===== config.mk =====
export PLATFORM = sky130hd
export DESIGN_NAME = itd_decoder
export DESIGN_NICKNAME = d
export VERILOG_FILES = /design/src/itd_decoder.v
export VERILOG_INCLUDE_DIRS = /design/src
export SDC_FILE = /design/constraint.sdc
export NUM_CORES = 1
export LEC_CHECK = 0
export BUFFER_PORTS_ARGS = -buffer_cell sky130_fd_sc_hd__buf_4
export CAP_MARGIN = 5
export CORE_MARGIN = 10
export CORE_UTILIZATION = 26
export DETAILED_ROUTE_END_ITERATION = 7
export HOLD_SLACK_MARGIN = 0.02
export PLACE_DENSITY = 0.51
export SYNTH_ARGS = -nofsm -noshare
export SYNTH_HDL_FRONTEND = slang
export SYNTH_SLANG_ARGS = --single-unit

===== constraint.sdc =====
create_clock -name clk_sys -period 3.6 [get_ports clk_sys]
set_input_delay 0.54 -clock clk_sys [delete_from_list [all_inputs] [get_ports clk_sys]]
set_output_delay 0.54 -clock clk_sys [all_outputs]
set_load 0.01 [all_outputs]

===== src/itd_map.vh =====
// Constants for the isochronous transmit descriptor decoder.
// Assumes a 128-bit descriptor unit delivered by a memory fetch port.
`ifndef ITD_MAP_VH
`define ITD_MAP_VH
// Descriptor field positions (first quadlet)
`define ITD_CMD_HI        31
`define ITD_CMD_LO        28
`define ITD_STAT_BIT      27
`define ITD_KEY_HI        26
`define ITD_KEY_LO        24
`define ITD_IRQ_HI        21
`define ITD_IRQ_LO        20
`define ITD_BR_HI         19
`define ITD_BR_LO         18
`define ITD_CNT_HI        15
`define ITD_CNT_LO        0
// Command, key and interrupt codes
`define ITD_CMD_MORE      4'h0
`define ITD_CMD_LAST      4'h1
`define ITD_KEY_PLAIN     3'h0
`define ITD_KEY_IMM       3'h2
`define ITD_IRQ_ON        2'b11
// Sizes
`define ITD_UNIT_BYTES    32'h0000_0010
`define ITD_IMM_UNITS     4'h2
`define ITD_MAX_BLOCK     4'h8
// Wishbone register offsets
`define ITD_REG_CTRL      4'h0
`define ITD_REG_PTR       4'h4
`define ITD_REG_STAT      4'h8
`define ITD_REG_TIMER     4'hc
// Control bits
`define ITD_CTRL_RUN      0
`define ITD_CTRL_MISSED   1
`endif


===== src/itd_decoder.v =====
// Isochronous transmit descriptor decoder: fetches descriptor units,
// pushes header quadlets, requests payload, writes status back.
// Assumes a memory fetch port, a payload mover and a FIFO ready handshake.
// How it works
// - Command 0 with header key is header descriptor
// - Header descriptor pushes two quadlets to FIFO
// - Missed cycle jumps to skip block; zero stops
// - Header descriptor always spans 32 bytes
// - Command 1 key 0 ends the packet
// - Status bit gates result and stamp writeback
// - Interrupt control 11 raises send interrupt
// - Nonzero count sends final data fragment
// - Next descriptor from branch pointer
// - Block count fetches next block; zero ends
// - Result is run-state bits 15 to 0
// - Stamp is 3 second bits, 13 tick bits
// - Lone zero-count end sends nothing this cycle
// - Key 0 with command 0 is plain fragment
//
// Decided for this implementation: the Wishbone interface to the registers and the register addresses.
`include "itd_map.vh"
`default_nettype none
module itd_decoder (
    // Clock and reset
    input  wire         clk_sys,
    input  wire         rst_b,
    // Wishbone slave
    input  wire         wb_cyc_i,
    input  wire         wb_stb_i,
    input  wire         wb_we_i,
    input  wire [3:0]   wb_adr_i,
    input  wire [3:0]   wb_sel_i,
    input  wire [31:0]  wb_dat_i,
    output reg  [31:0]  wb_dat_o,
    output reg          wb_ack_o,
    // Descriptor fetch port
    output reg          fetchReq_ff,
    output reg  [31:0]  fetchAddr_ff,
    input  wire         fetchAck,
    input  wire [127:0] fetchData,
    // Header FIFO push
    output reg          fifoValid_ff,
    output reg  [31:0]  fifoData_ff,
    input  wire         fifoReady,
    // Payload fragment request
    output reg          fragReq_ff,
    output reg  [31:0]  fragAddr_ff,
    output reg  [15:0]  fragLen_ff,
    input  wire         fragDone,
    // Status writeback
    output reg          wbkReq_ff,
    output reg  [31:0]  wbkAddr_ff,
    output reg  [31:0]  wbkData_ff,
    input  wire         wbkAck,
    // Timer, run state and cycle events
    input  wire [6:0]   timer_second_count,
    input  wire [12:0]  timer_tick_index,
    input  wire [15:0]  channel_run_state_reg,
    input  wire         cycleStart,
    // Outputs to the controller
    output reg          iso_send_irq,
    output reg          idleCycle_ff
);

////////////////////////////////////////////////////////////////////////////////
// State codes, one-hot
localparam [6:0] ST_IDLE  = 7'h01;
localparam [6:0] ST_FETCH = 7'h02;
localparam [6:0] ST_HDR0  = 7'h04;
localparam [6:0] ST_HDR1  = 7'h08;
localparam [6:0] ST_FRAG  = 7'h10;
localparam [6:0] ST_WBK   = 7'h20;
localparam [6:0] ST_WAIT  = 7'h40;

// Address of unit n within block
function [31:0] unitAddr;
    input [31:0] base;
    input [3:0]  idx;
    begin
        unitAddr = base + {24'h0, idx, 4'h0};
    end
endfunction

// Fold a 28-bit pointer to a byte address
function [31:0] ptrAddr;
    input [27:0] p;
    begin
        ptrAddr = {p, 4'h0};
    end
endfunction

reg [6:0]   state_ff;
reg [31:0]  blockBase_ff;
reg [3:0]   blockLen_ff;
reg [3:0]   unitIdx_ff;
reg         sawFrag_ff;
reg [127:0] desc_ff;
reg [127:0] desc2_ff;
reg [27:0]  skipPtr_ff;
reg [3:0]   skipCnt_ff;
reg         runEn_ff;
reg         missed_ff;
reg         stopped_ff;
reg [27:0]  startPtr_ff;
reg [3:0]   startCnt_ff;
reg         startPulse_ff;

wire [3:0]  dCmd   = desc_ff[`ITD_CMD_HI:`ITD_CMD_LO];
wire        dStat  = desc_ff[`ITD_STAT_BIT];
wire [1:0]  dIrq   = desc_ff[`ITD_IRQ_HI:`ITD_IRQ_LO];
wire [27:0] dBrPtr = desc_ff[95:68];
wire [3:0]  dBrCnt = desc_ff[67:64];
wire        wbReq  = wb_cyc_i & wb_stb_i & ~wb_ack_o;

////////////////////////////////////////////////////////////////////////////////
// Wishbone register access
always @(posedge clk_sys or negedge rst_b) begin
    if (!rst_b) begin
        wb_ack_o      <= 1'b0;
        wb_dat_o      <= 32'h0000_0000;
        runEn_ff      <= 1'b0;
        startPtr_ff   <= 28'h000_0000;
        startCnt_ff   <= 4'h0;
        startPulse_ff <= 1'b0;
    end else begin
        wb_ack_o      <= wbReq;
        startPulse_ff <= 1'b0;
        if (wbReq && wb_we_i) begin
            case (wb_adr_i)
                `ITD_REG_CTRL: begin
                    if (wb_sel_i[0]) begin
                        runEn_ff      <= wb_dat_i[`ITD_CTRL_RUN];
                        startPulse_ff <= wb_dat_i[`ITD_CTRL_RUN];
                    end
                end
                `ITD_REG_PTR: begin
                    if (&wb_sel_i) begin
                        startPtr_ff <= wb_dat_i[31:4];
                        startCnt_ff <= wb_dat_i[3:0];
                    end
                end
                default: ;
            endcase
        end
        if (wbReq && !wb_we_i) begin
            case (wb_adr_i)
                `ITD_REG_CTRL:  wb_dat_o <= {30'h0, missed_ff, runEn_ff};
                `ITD_REG_PTR:   wb_dat_o <= {startPtr_ff, startCnt_ff};
                `ITD_REG_STAT:  wb_dat_o <= {16'h0, stopped_ff, 8'h0, state_ff};
                `ITD_REG_TIMER: wb_dat_o <= {blockBase_ff[31:4], blockLen_ff};
                default:        wb_dat_o <= 32'h0000_0000;
            endcase
        end
    end
end

////////////////////////////////////////////////////////////////////////////////
// Missed-cycle flag: set by software strobe, cleared in the wait state
always @(posedge clk_sys or negedge rst_b) begin
    if (!rst_b) begin
        missed_ff <= 1'b0;
    end else if (wbReq && wb_we_i && wb_adr_i == `ITD_REG_CTRL && wb_sel_i[0]
                 && wb_dat_i[`ITD_CTRL_MISSED]) begin
        missed_ff <= 1'b1;
    end else if (state_ff == ST_WAIT && missed_ff) begin
        missed_ff <= 1'b0;
    end
end

////////////////////////////////////////////////////////////////////////////////
// Descriptor engine
always @(posedge clk_sys or negedge rst_b) begin
    if (!rst_b) begin
        state_ff     <= ST_IDLE;
        blockBase_ff <= 32'h0000_0000;
        blockLen_ff  <= 4'h0;
        unitIdx_ff   <= 4'h0;
        sawFrag_ff   <= 1'b0;
        desc_ff      <= 128'h0;
        desc2_ff     <= 128'h0;
        skipPtr_ff   <= 28'h000_0000;
        skipCnt_ff   <= 4'h0;
        stopped_ff   <= 1'b0;
        fetchReq_ff  <= 1'b0;
        fetchAddr_ff <= 32'h0000_0000;
        fifoValid_ff <= 1'b0;
        fifoData_ff  <= 32'h0000_0000;
        fragReq_ff   <= 1'b0;
        fragAddr_ff  <= 32'h0000_0000;
        fragLen_ff   <= 16'h0000;
        wbkReq_ff    <= 1'b0;
        wbkAddr_ff   <= 32'h0000_0000;
        wbkData_ff   <= 32'h0000_0000;
        iso_send_irq <= 1'b0;
        idleCycle_ff <= 1'b0;
    end else begin
        iso_send_irq <= 1'b0;
        idleCycle_ff <= 1'b0;
        case (state_ff)
            ST_IDLE: begin
                if (startPulse_ff && startCnt_ff != 4'h0) begin
                    blockBase_ff <= ptrAddr(startPtr_ff);
                    blockLen_ff  <= startCnt_ff;
                    unitIdx_ff   <= 4'h0;
                    sawFrag_ff   <= 1'b0;
                    stopped_ff   <= 1'b0;
                    fetchReq_ff  <= 1'b1;
                    fetchAddr_ff <= ptrAddr(startPtr_ff);
                    state_ff     <= ST_FETCH;
                end
            end
            ST_FETCH: begin
                if (fetchAck) begin
                    fetchReq_ff <= 1'b0;
                    desc_ff     <= fetchData;
                    if (unitIdx_ff == 4'h0) begin
                        skipPtr_ff <= fetchData[95:68];
                        skipCnt_ff <= fetchData[67:64];
                    end
                    // Command and key decoded first
                    if (fetchData[`ITD_CMD_HI:`ITD_CMD_LO] == `ITD_CMD_MORE &&
                        fetchData[`ITD_KEY_HI:`ITD_KEY_LO] == `ITD_KEY_IMM) begin
                        fetchReq_ff  <= 1'b1;
                        fetchAddr_ff <= unitAddr(blockBase_ff, unitIdx_ff + 4'h1);
                        unitIdx_ff   <= unitIdx_ff + 4'h1;
                        state_ff     <= ST_HDR0;
                    end else if (fetchData[`ITD_CMD_HI:`ITD_CMD_LO] == `ITD_CMD_MORE) begin
                        sawFrag_ff  <= 1'b1;
                        fragReq_ff  <= 1'b1;
                        fragAddr_ff <= fetchData[63:32];
                        fragLen_ff  <= fetchData[`ITD_CNT_HI:`ITD_CNT_LO];
                        state_ff    <= ST_FRAG;
                    end else if (fetchData[`ITD_CMD_HI:`ITD_CMD_LO] == `ITD_CMD_LAST) begin
                        if (fetchData[`ITD_CNT_HI:`ITD_CNT_LO] != 16'h0000) begin
                            fragReq_ff  <= 1'b1;
                            fragAddr_ff <= fetchData[63:32];
                            fragLen_ff  <= fetchData[`ITD_CNT_HI:`ITD_CNT_LO];
                            state_ff    <= ST_FRAG;
                        end else begin
                            idleCycle_ff <= ~sawFrag_ff;
                            state_ff     <= ST_WBK;
                        end
                    end else begin
                        stopped_ff <= 1'b1;
                        state_ff   <= ST_IDLE;
                    end
                end
            end
            ST_HDR0: begin
                // Second unit holds both header quadlets
                if (fetchAck) begin
                    fetchReq_ff  <= 1'b0;
                    desc2_ff     <= fetchData;
                    fifoValid_ff <= 1'b1;
                    fifoData_ff  <= fetchData[31:0];
                end else if (fifoValid_ff && fifoReady) begin
                    fifoData_ff <= desc2_ff[63:32];
                    state_ff    <= ST_HDR1;
                end
            end
            ST_HDR1: begin
                if (fifoReady) begin
                    fifoValid_ff <= 1'b0;
                    sawFrag_ff   <= 1'b1;
                    unitIdx_ff   <= unitIdx_ff + 4'h1;
                    fetchReq_ff  <= 1'b1;
                    fetchAddr_ff <= unitAddr(blockBase_ff, unitIdx_ff + 4'h1);
                    state_ff     <= ST_FETCH;
                end
            end
            ST_FRAG: begin
                if (fragDone) begin
                    fragReq_ff <= 1'b0;
                    if (dCmd == `ITD_CMD_LAST) begin
                        state_ff <= ST_WBK;
                    end else begin
                        unitIdx_ff   <= unitIdx_ff + 4'h1;
                        fetchReq_ff  <= 1'b1;
                        fetchAddr_ff <= unitAddr(blockBase_ff, unitIdx_ff + 4'h1);
                        state_ff     <= ST_FETCH;
                    end
                end
            end
            ST_WBK: begin
                if (dStat && !wbkReq_ff) begin
                    wbkReq_ff  <= 1'b1;
                    wbkAddr_ff <= unitAddr(blockBase_ff, unitIdx_ff) + 32'h0000_000c;
                    wbkData_ff <= {channel_run_state_reg[15:0],
                                   timer_second_count[2:0], timer_tick_index};
                end else if (!dStat || wbkAck) begin
                    wbkReq_ff    <= 1'b0;
                    iso_send_irq <= (dIrq == `ITD_IRQ_ON);
                    state_ff     <= ST_WAIT;
                end
            end
            ST_WAIT: begin
                // Branch block taken on the next cycle start; skip block at once when missed
                if (!runEn_ff) begin
                    state_ff <= ST_IDLE;
                end else if (missed_ff) begin
                    if (skipCnt_ff == 4'h0) begin
                        stopped_ff <= 1'b1;
                        state_ff   <= ST_IDLE;
                    end else begin
                        blockBase_ff <= ptrAddr(skipPtr_ff);
                        blockLen_ff  <= skipCnt_ff;
                        unitIdx_ff   <= 4'h0;
                        sawFrag_ff   <= 1'b0;
                        fetchReq_ff  <= 1'b1;
                        fetchAddr_ff <= ptrAddr(skipPtr_ff);
                        state_ff     <= ST_FETCH;
                    end
                end else if (cycleStart) begin
                    if (dBrCnt == 4'h0) begin
                        stopped_ff <= 1'b1;
                        state_ff   <= ST_IDLE;
                    end else begin
                        blockBase_ff <= ptrAddr(dBrPtr);
                        blockLen_ff  <= dBrCnt;
                        unitIdx_ff   <= 4'h0;
                        sawFrag_ff   <= 1'b0;
                        fetchReq_ff  <= 1'b1;
                        fetchAddr_ff <= ptrAddr(dBrPtr);
                        state_ff     <= ST_FETCH;
                    end
                end
            end
            default: state_ff <= ST_IDLE;
        endcase
    end
end

endmodule // itd_decoder
`default_nettype wire


# [Yosys cells after proc, flatten, opt, wreduce, memory -nomap -nowiden]
# Cells that the tools add are included.
[totals] ff_bits=491 inputBits=214 out_inout_bits=215
[op_classes] addsub=4 eq_ne=38 n_mux=119 n_bitwise=5 reduce_logical=50
[op_table] op="32-bit two-way mux" count=16
[op_table] op="32-bit case mux with 5 select lines" count=1
[op_table] op="32-bit case mux with 4 select lines" count=1
[op_table] op="7-bit two-way mux" count=14
[op_table] op="4-bit two-way mux" count=17
[op_table] op="32-bit by 8-bit adder with 32-bit output" count=2
[op_table] op="32-bit case mux with 2 select lines" count=1
[op_table] op="1-bit two-way mux" count=54
[op_table] op="7-bit case mux with 7 select lines" count=1
[op_table] op="16-bit two-way mux" count=3
[op_table] op="32-bit by 4-bit adder with 32-bit output, second input constant" count=1
[op_table] op="2-bit inequality test, second input constant" count=16
[op_table] op="11-bit AND reduction" count=2
[op_table] op="4-bit zero test" count=5
[op_table] op="4-bit case mux with 5 select lines" count=1
[op_table] op="10-bit AND reduction" count=2
[op_table] op="6-bit AND reduction" count=3
[op_table] op="16-bit nonzero test" count=1
[op_table] op="2-bit nonzero test" count=8
[op_table] op="3-bit inequality test, second input constant" count=5
[op_table] op="6-bit two-way mux" count=2
[op_table] op="1-bit logical AND" count=10
[op_table] op="2-bit AND reduction" count=5
[op_table] op="3-bit AND reduction" count=3
[op_table] op="31 further kinds" count=42

# [Logic depth before layout (Yosys ltp)]
[logic_depth] ltp_word=7 ltp_mapped=11 depth_no_buf=10

# [Least setup slack after synthesis]
# No wires, ideal clock.
[synth_timing] path_kind="reg2reg" startpoint="register unitIdx_ff[0]" endpoint="register fetchAddr_ff[19]" t_arrival_ns=2.527 required_ns=3.475 slack_ns=0.947 path_stages_with_launch=10 path_buffers=0 path_cell_list="dfrtp_1 -> ha_1 -> xor2_1 -> ha_1 -> o21ai_0 -> o21bai_1 -> or3b_2 -> xor2_1 -> o21ai_0 -> mux2_4"
[synth_via] elab_chain_cells=5 elab_cells_between_ends=8 classes_between="add/sub: 2; mux: 6"
[synth_rtl] element="start: declaration" line="itd_decoder.v:95" text="reg [3:0] unitIdx_ff;"
[synth_rtl] element="start signal: assignment" line="itd_decoder.v:225" text="unitIdx_ff <= unitIdx_ff + 4'h1;"
[synth_rtl] element="start signal: assignment" line="itd_decoder.v:265" text="unitIdx_ff <= unitIdx_ff + 4'h1;"
[synth_rtl] element="start signal: assignment" line="itd_decoder.v:277" text="unitIdx_ff <= unitIdx_ff + 4'h1;"
[synth_rtl] element="4-bit by 1-bit adder with 4-bit output *" line="itd_decoder.v:224, itd_decoder.v:267, itd_decoder.v:279"
[synth_rtl] element="32-bit by 8-bit adder with 32-bit output *" line="itd_decoder.v:80" text="unitAddr = base + {24'h0, idx, 4'h0};"
[synth_rtl] element="32-bit two-way mux (on tied branches)" line="itd_decoder.v:274, itd_decoder.v:221"
[synth_rtl] element="32-bit two-way mux (on tied branches)" line="itd_decoder.v:272, itd_decoder.v:213"
[synth_rtl] element="32-bit case mux with 5 select lines *" line="itd_decoder.v:199" text="case (state_ff)"
[synth_rtl] element="end signal: assignment" line="itd_decoder.v:208" text="fetchAddr_ff <= ptrAddr(startPtr_ff);"
[synth_rtl] element="end signal: assignment" line="itd_decoder.v:267" text="fetchAddr_ff <= unitAddr(blockBase_ff, unitIdx_ff + 4'h1);"
[synth_rtl] element="end signal: assignment" line="itd_decoder.v:279" text="fetchAddr_ff <= unitAddr(blockBase_ff, unitIdx_ff + 4'h1);"
[synth_rtl] element="end: declaration" line="itd_decoder.v:38" text="output reg [31:0] fetchAddr_ff,"
# Mark *: on every way between the ends. The rest lies on a longest branch, timed or not. The select of a mux whose other input is x is not followed.
# A chain may end at the register's enable or synchronous reset.

# [Worst setup path in the final report]
[layout_timing] startpoint="register state_ff[2]" endpoint="register fetchAddr_ff[4]"
[layout_via] elab_chain_cells=3 elab_cells_between_ends=18 classes_between="eq/ne: 15; mux: 1; reduce/logical: 2"
[layout_rtl] element="start: declaration" line="itd_decoder.v:92" text="reg [6:0] state_ff;"
[layout_rtl] element="start signal: assignment" line="itd_decoder.v:174" text="state_ff <= ST_IDLE;"
[layout_rtl] element="start signal: assignment" line="itd_decoder.v:209" text="state_ff <= ST_FETCH;"
[layout_rtl] element="start signal: assignment" line="itd_decoder.v:226" text="state_ff <= ST_HDR0;"
[layout_rtl] element="7-bit == test, or another cell as far along" line="itd_decoder.v:199"
[layout_rtl] element="3-bit inequality test (no source line), or another cell as far along"
[layout_rtl] element="11-bit AND reduction (no source line)"
[layout_rtl] element="end signal: assignment" line="itd_decoder.v:208"
[layout_rtl] element="end signal: assignment" line="itd_decoder.v:224" text="fetchAddr_ff <= unitAddr(blockBase_ff, unitIdx_ff + 4'h1);"
[layout_rtl] element="end signal: assignment" line="itd_decoder.v:267"
# Parallel ways exist; a longest one is shown, timed or not.

==> out/qor.yml <==
slowest_stage: "or3_2"
slew_violations: 0
clock_power_share_pct: 36.0
endpoint_kind: "flip-flop"
pre_cts_ws_ns: 0.5212
path_cells: "or4_4, or3_2, nor2_2, or3_1, or2_4, mux2_2"
grt_use_met2_pct: 25.33
synth-seq-cells: 391
avgSynthCellArea_um2: 11.16
setup_ws_ns: 0.5218
p_seq_share_pct: 41.9
ys_warn_count: 0
ys_seq_area_share_pct: 54.24
crit_path_max_incr_delay_ns: 0.58
cp_num_buf_inv: 0
cp_data_required_time_ns: 4.07
hold_slack_ns: 0.1362
post_drt_wl_per_cell_um: 21.32
initial_core_util_pct: 26.26
startpoint_type: "flip-flop"
rows: 96
leakagePower_nw: 10.89
crit_type: "reg2reg"
n_fill_cell: 7068
setup_tns_ns: 0
synth_top_area_share_pct: 54.10
syn_area_um2: 18040
syn_inst: 1617
post-route-period-util_pct: 85.51
grt_max_degree: 90
internal_power_mw: 9.613
routed_wl_um: 62910
hp-class: "in2reg"
portBuffers: 386
grt_pass1_wl_um: 95410
ioPinCount: 429
multi_input_area_um2: 7674
post-route-util_pct: 34.32
cts_buffer_depth: 3
hp-start: "channel_run_state_reg[6]"
outcome: "completed"
via_per_inst: 4.686
grt_pass1_vias: 14920
cts_root_buf: "clkbuf_16"
worst_slew_pin_slew_ns: 1.205
p_comb_share_pct: 22.1
min_period_ns: 3.078
critPathTopFamily: "simple AND/OR/NAND/NOR gates"
grt_usage_pct: 15.29
r2r-start: "state_ff[2]"
met3_usage_pct: 5.491
dp_hpwl_um: 46340
drive_above_1_share_pct: 36.01
dieArea_um2: 80320
vias: 13830
maxSlewHeadroom_pct: 19.60
switching_share_pct: 29.12
synth-edff-count: 0
cp.arrival_ns: 3.55
crit_fanout: 33
synth_cell_type_count: 73
overflow: 0
area_delta_synth_final_pct: 30.72
clock_skew_ns: 0.02551
clock_sinks: 391
first_pass_iters: 4
grt-busiest-layer: "met2"
yosys.area.top_type: "dfrtp_1"
cap_violations: 0
drt_first_iter_violations: 771
ir_drop_uv: 372.7
clk_latency_ns: 0.59
drtAntennaViolNets: 0
yosysMostFrequentCell: "dfrtp_1"
finalSetupViolCount: 0
cts_buffers: 48
routabilityCongestion: 0.8363
max_freq_mhz: 324.9
cts_tree: "yes"
die-width_um: 283.4
rsz0062_at_grt: "no"
drc: 0
synth_common_cells: "dfrtp_1, nand2_1, mux2_2"
grt_use_met1_pct: 18.40
clk_pin_slew_worst_paths_ns: 0.06
powerDensity_nw_per_um2: 575.2
p_switching_mw: 3.950
layout.nets: 2207
core-area_um2: 68710
startpoint: "state_ff[2]"
synth_area_leaders: "dfrtp_1, mux2_2, nand2_1"
finalHoldViolCount: 0
async_flop_share_pct: 100.0
regArea_um2: 9787
antenna_found_initial: 10
htreeDepth: 2
synth-main-ff-cell: "dfrtp_1"
die_h_um: 283.4
## cell families (layout without fill, tap and decap cells)
family | count (synthesis) | in the layout | share of synthesized area (%)
flip-flops | 391 | 391 | 54.24
buffers and inverters | 133 | 530 | 3.600
adder cells (fa/ha/maj) | 12 | 12 | 0.9155
AND/OR/NAND/NOR | 469 | 469 | 11.77
other | 1 | 7 | 0.02079
AO/OA/AOI/OAI | 270 | 270 | 8.871
multiplexers | 285 | 285 | 17.86
XOR/XNOR | 56 | 56 | 2.719
## sequential cells by signal, summed over array words and instances, names as in the netlist, 4 cells and up
register,flops
skipPtr_ff,28
wbkData_ff,32
fragAddr_ff,32
desc2_ff,32
blockLen_ff,4
desc_ff,39
wbkAddr_ff,29
fifoData_ff,32
startCnt_ff,4
state_ff,7
fetchAddr_ff,28
wb_dat_o,32
fragLen_ff,16
skipCnt_ff,4
unitIdx_ff,4
blockBase_ff,28
startPtr_ff,28
## metal layers
metal	wire, um	share of wire (%)	vias to the layer above
met5	82	0.13	-
met4	1549	2.5	14
met3	5342	8.5	91
met2	29760	47	441
met1	26180	42	6883
li1	-	-	6400
## final cells by class
type	instances	area share, %
clock buffers	70	5.868
diodes	1	0.01061
repair buffers	426	13.98
inverters	16	0.2547
clock inverters	18	0.9073
flip-flops and latches	391	41.50
multi-input cells	1098	32.54
well taps	931	4.940
## power groups by stage
stage | combinational, mW | clock, mW | sequential, mW
floorplan | 1.71 | 0 | 5.76
global placement | 3.02 | 0 | 5.71
detailed placement | 3.06 | 0 | 5.75
CTS | 3.07 | 5.07 | 5.68
global route | 3.28 | 5.23 | 5.77
finish | 3.00 | 4.88 | 5.68
## worst min-delay path: stages
cell     delay, ns
buf_4         0.08
nand2_1       0.04
nand2_1       0.04
## per-stage QoR
stage / total power, mW / cell area (um2) / cells
2_1_floorplan: 7.462 / 18060 / 1622
3_3_place_gp: 8.731 / 21970 / 2861
3_5_place_dp: 8.811 / 21970 / 2861
4_1_cts: 13.82 / 23580 / 2950
5_1_grt: 14.29 / 23580 / 2950
6_report: 13.56 / 23580 / 2951
## final timing paths
kind	endpoint	slack, ns	cells past startpoint
worst max-delay path	fetchAddr_ff[4]	0.52	6
max in group asynchronous	startPtr_ff[10]	2.12	3
worst min-delay path	wbkData_ff[22]	0.14	3
worst min register to register	idleCycle_ff	0.45	1
min in group asynchronous	fragLen_ff[4]	0.54	2
worst max register to register	fetchAddr_ff[4]	0.52	6
## what timing repair did
action	4_1_cts	5_1_grt
resized for setup	0	0
setup buffers	0	0
endpoints found under the hold margin	80	0
hold buffers	1	0
## cells in the final DEF (no fill, tap or decap), drive strengths merged, types with 4 or more instances in the layout
cell    count
mux2      215
nand4      19
xor2       34
nand2     196
a211oi      7
nor3       17
conb        6
inv        18
clkbuf     70
xnor2      22
clkinv     11
dfrtp     390
or3         5
a31oi       7
a221oi     26
o31ai       4
ha         10
nor4b       5
and3        7
o21ai     106
a21oi      82
mux2i      68
nor2      151
nor4       13
o22ai       5
buf       425
nand3b      6
nand2b      4
nand3      26
a22oi       7
o211ai      5
Note: power is estimated with default switching activity, not from simulation.
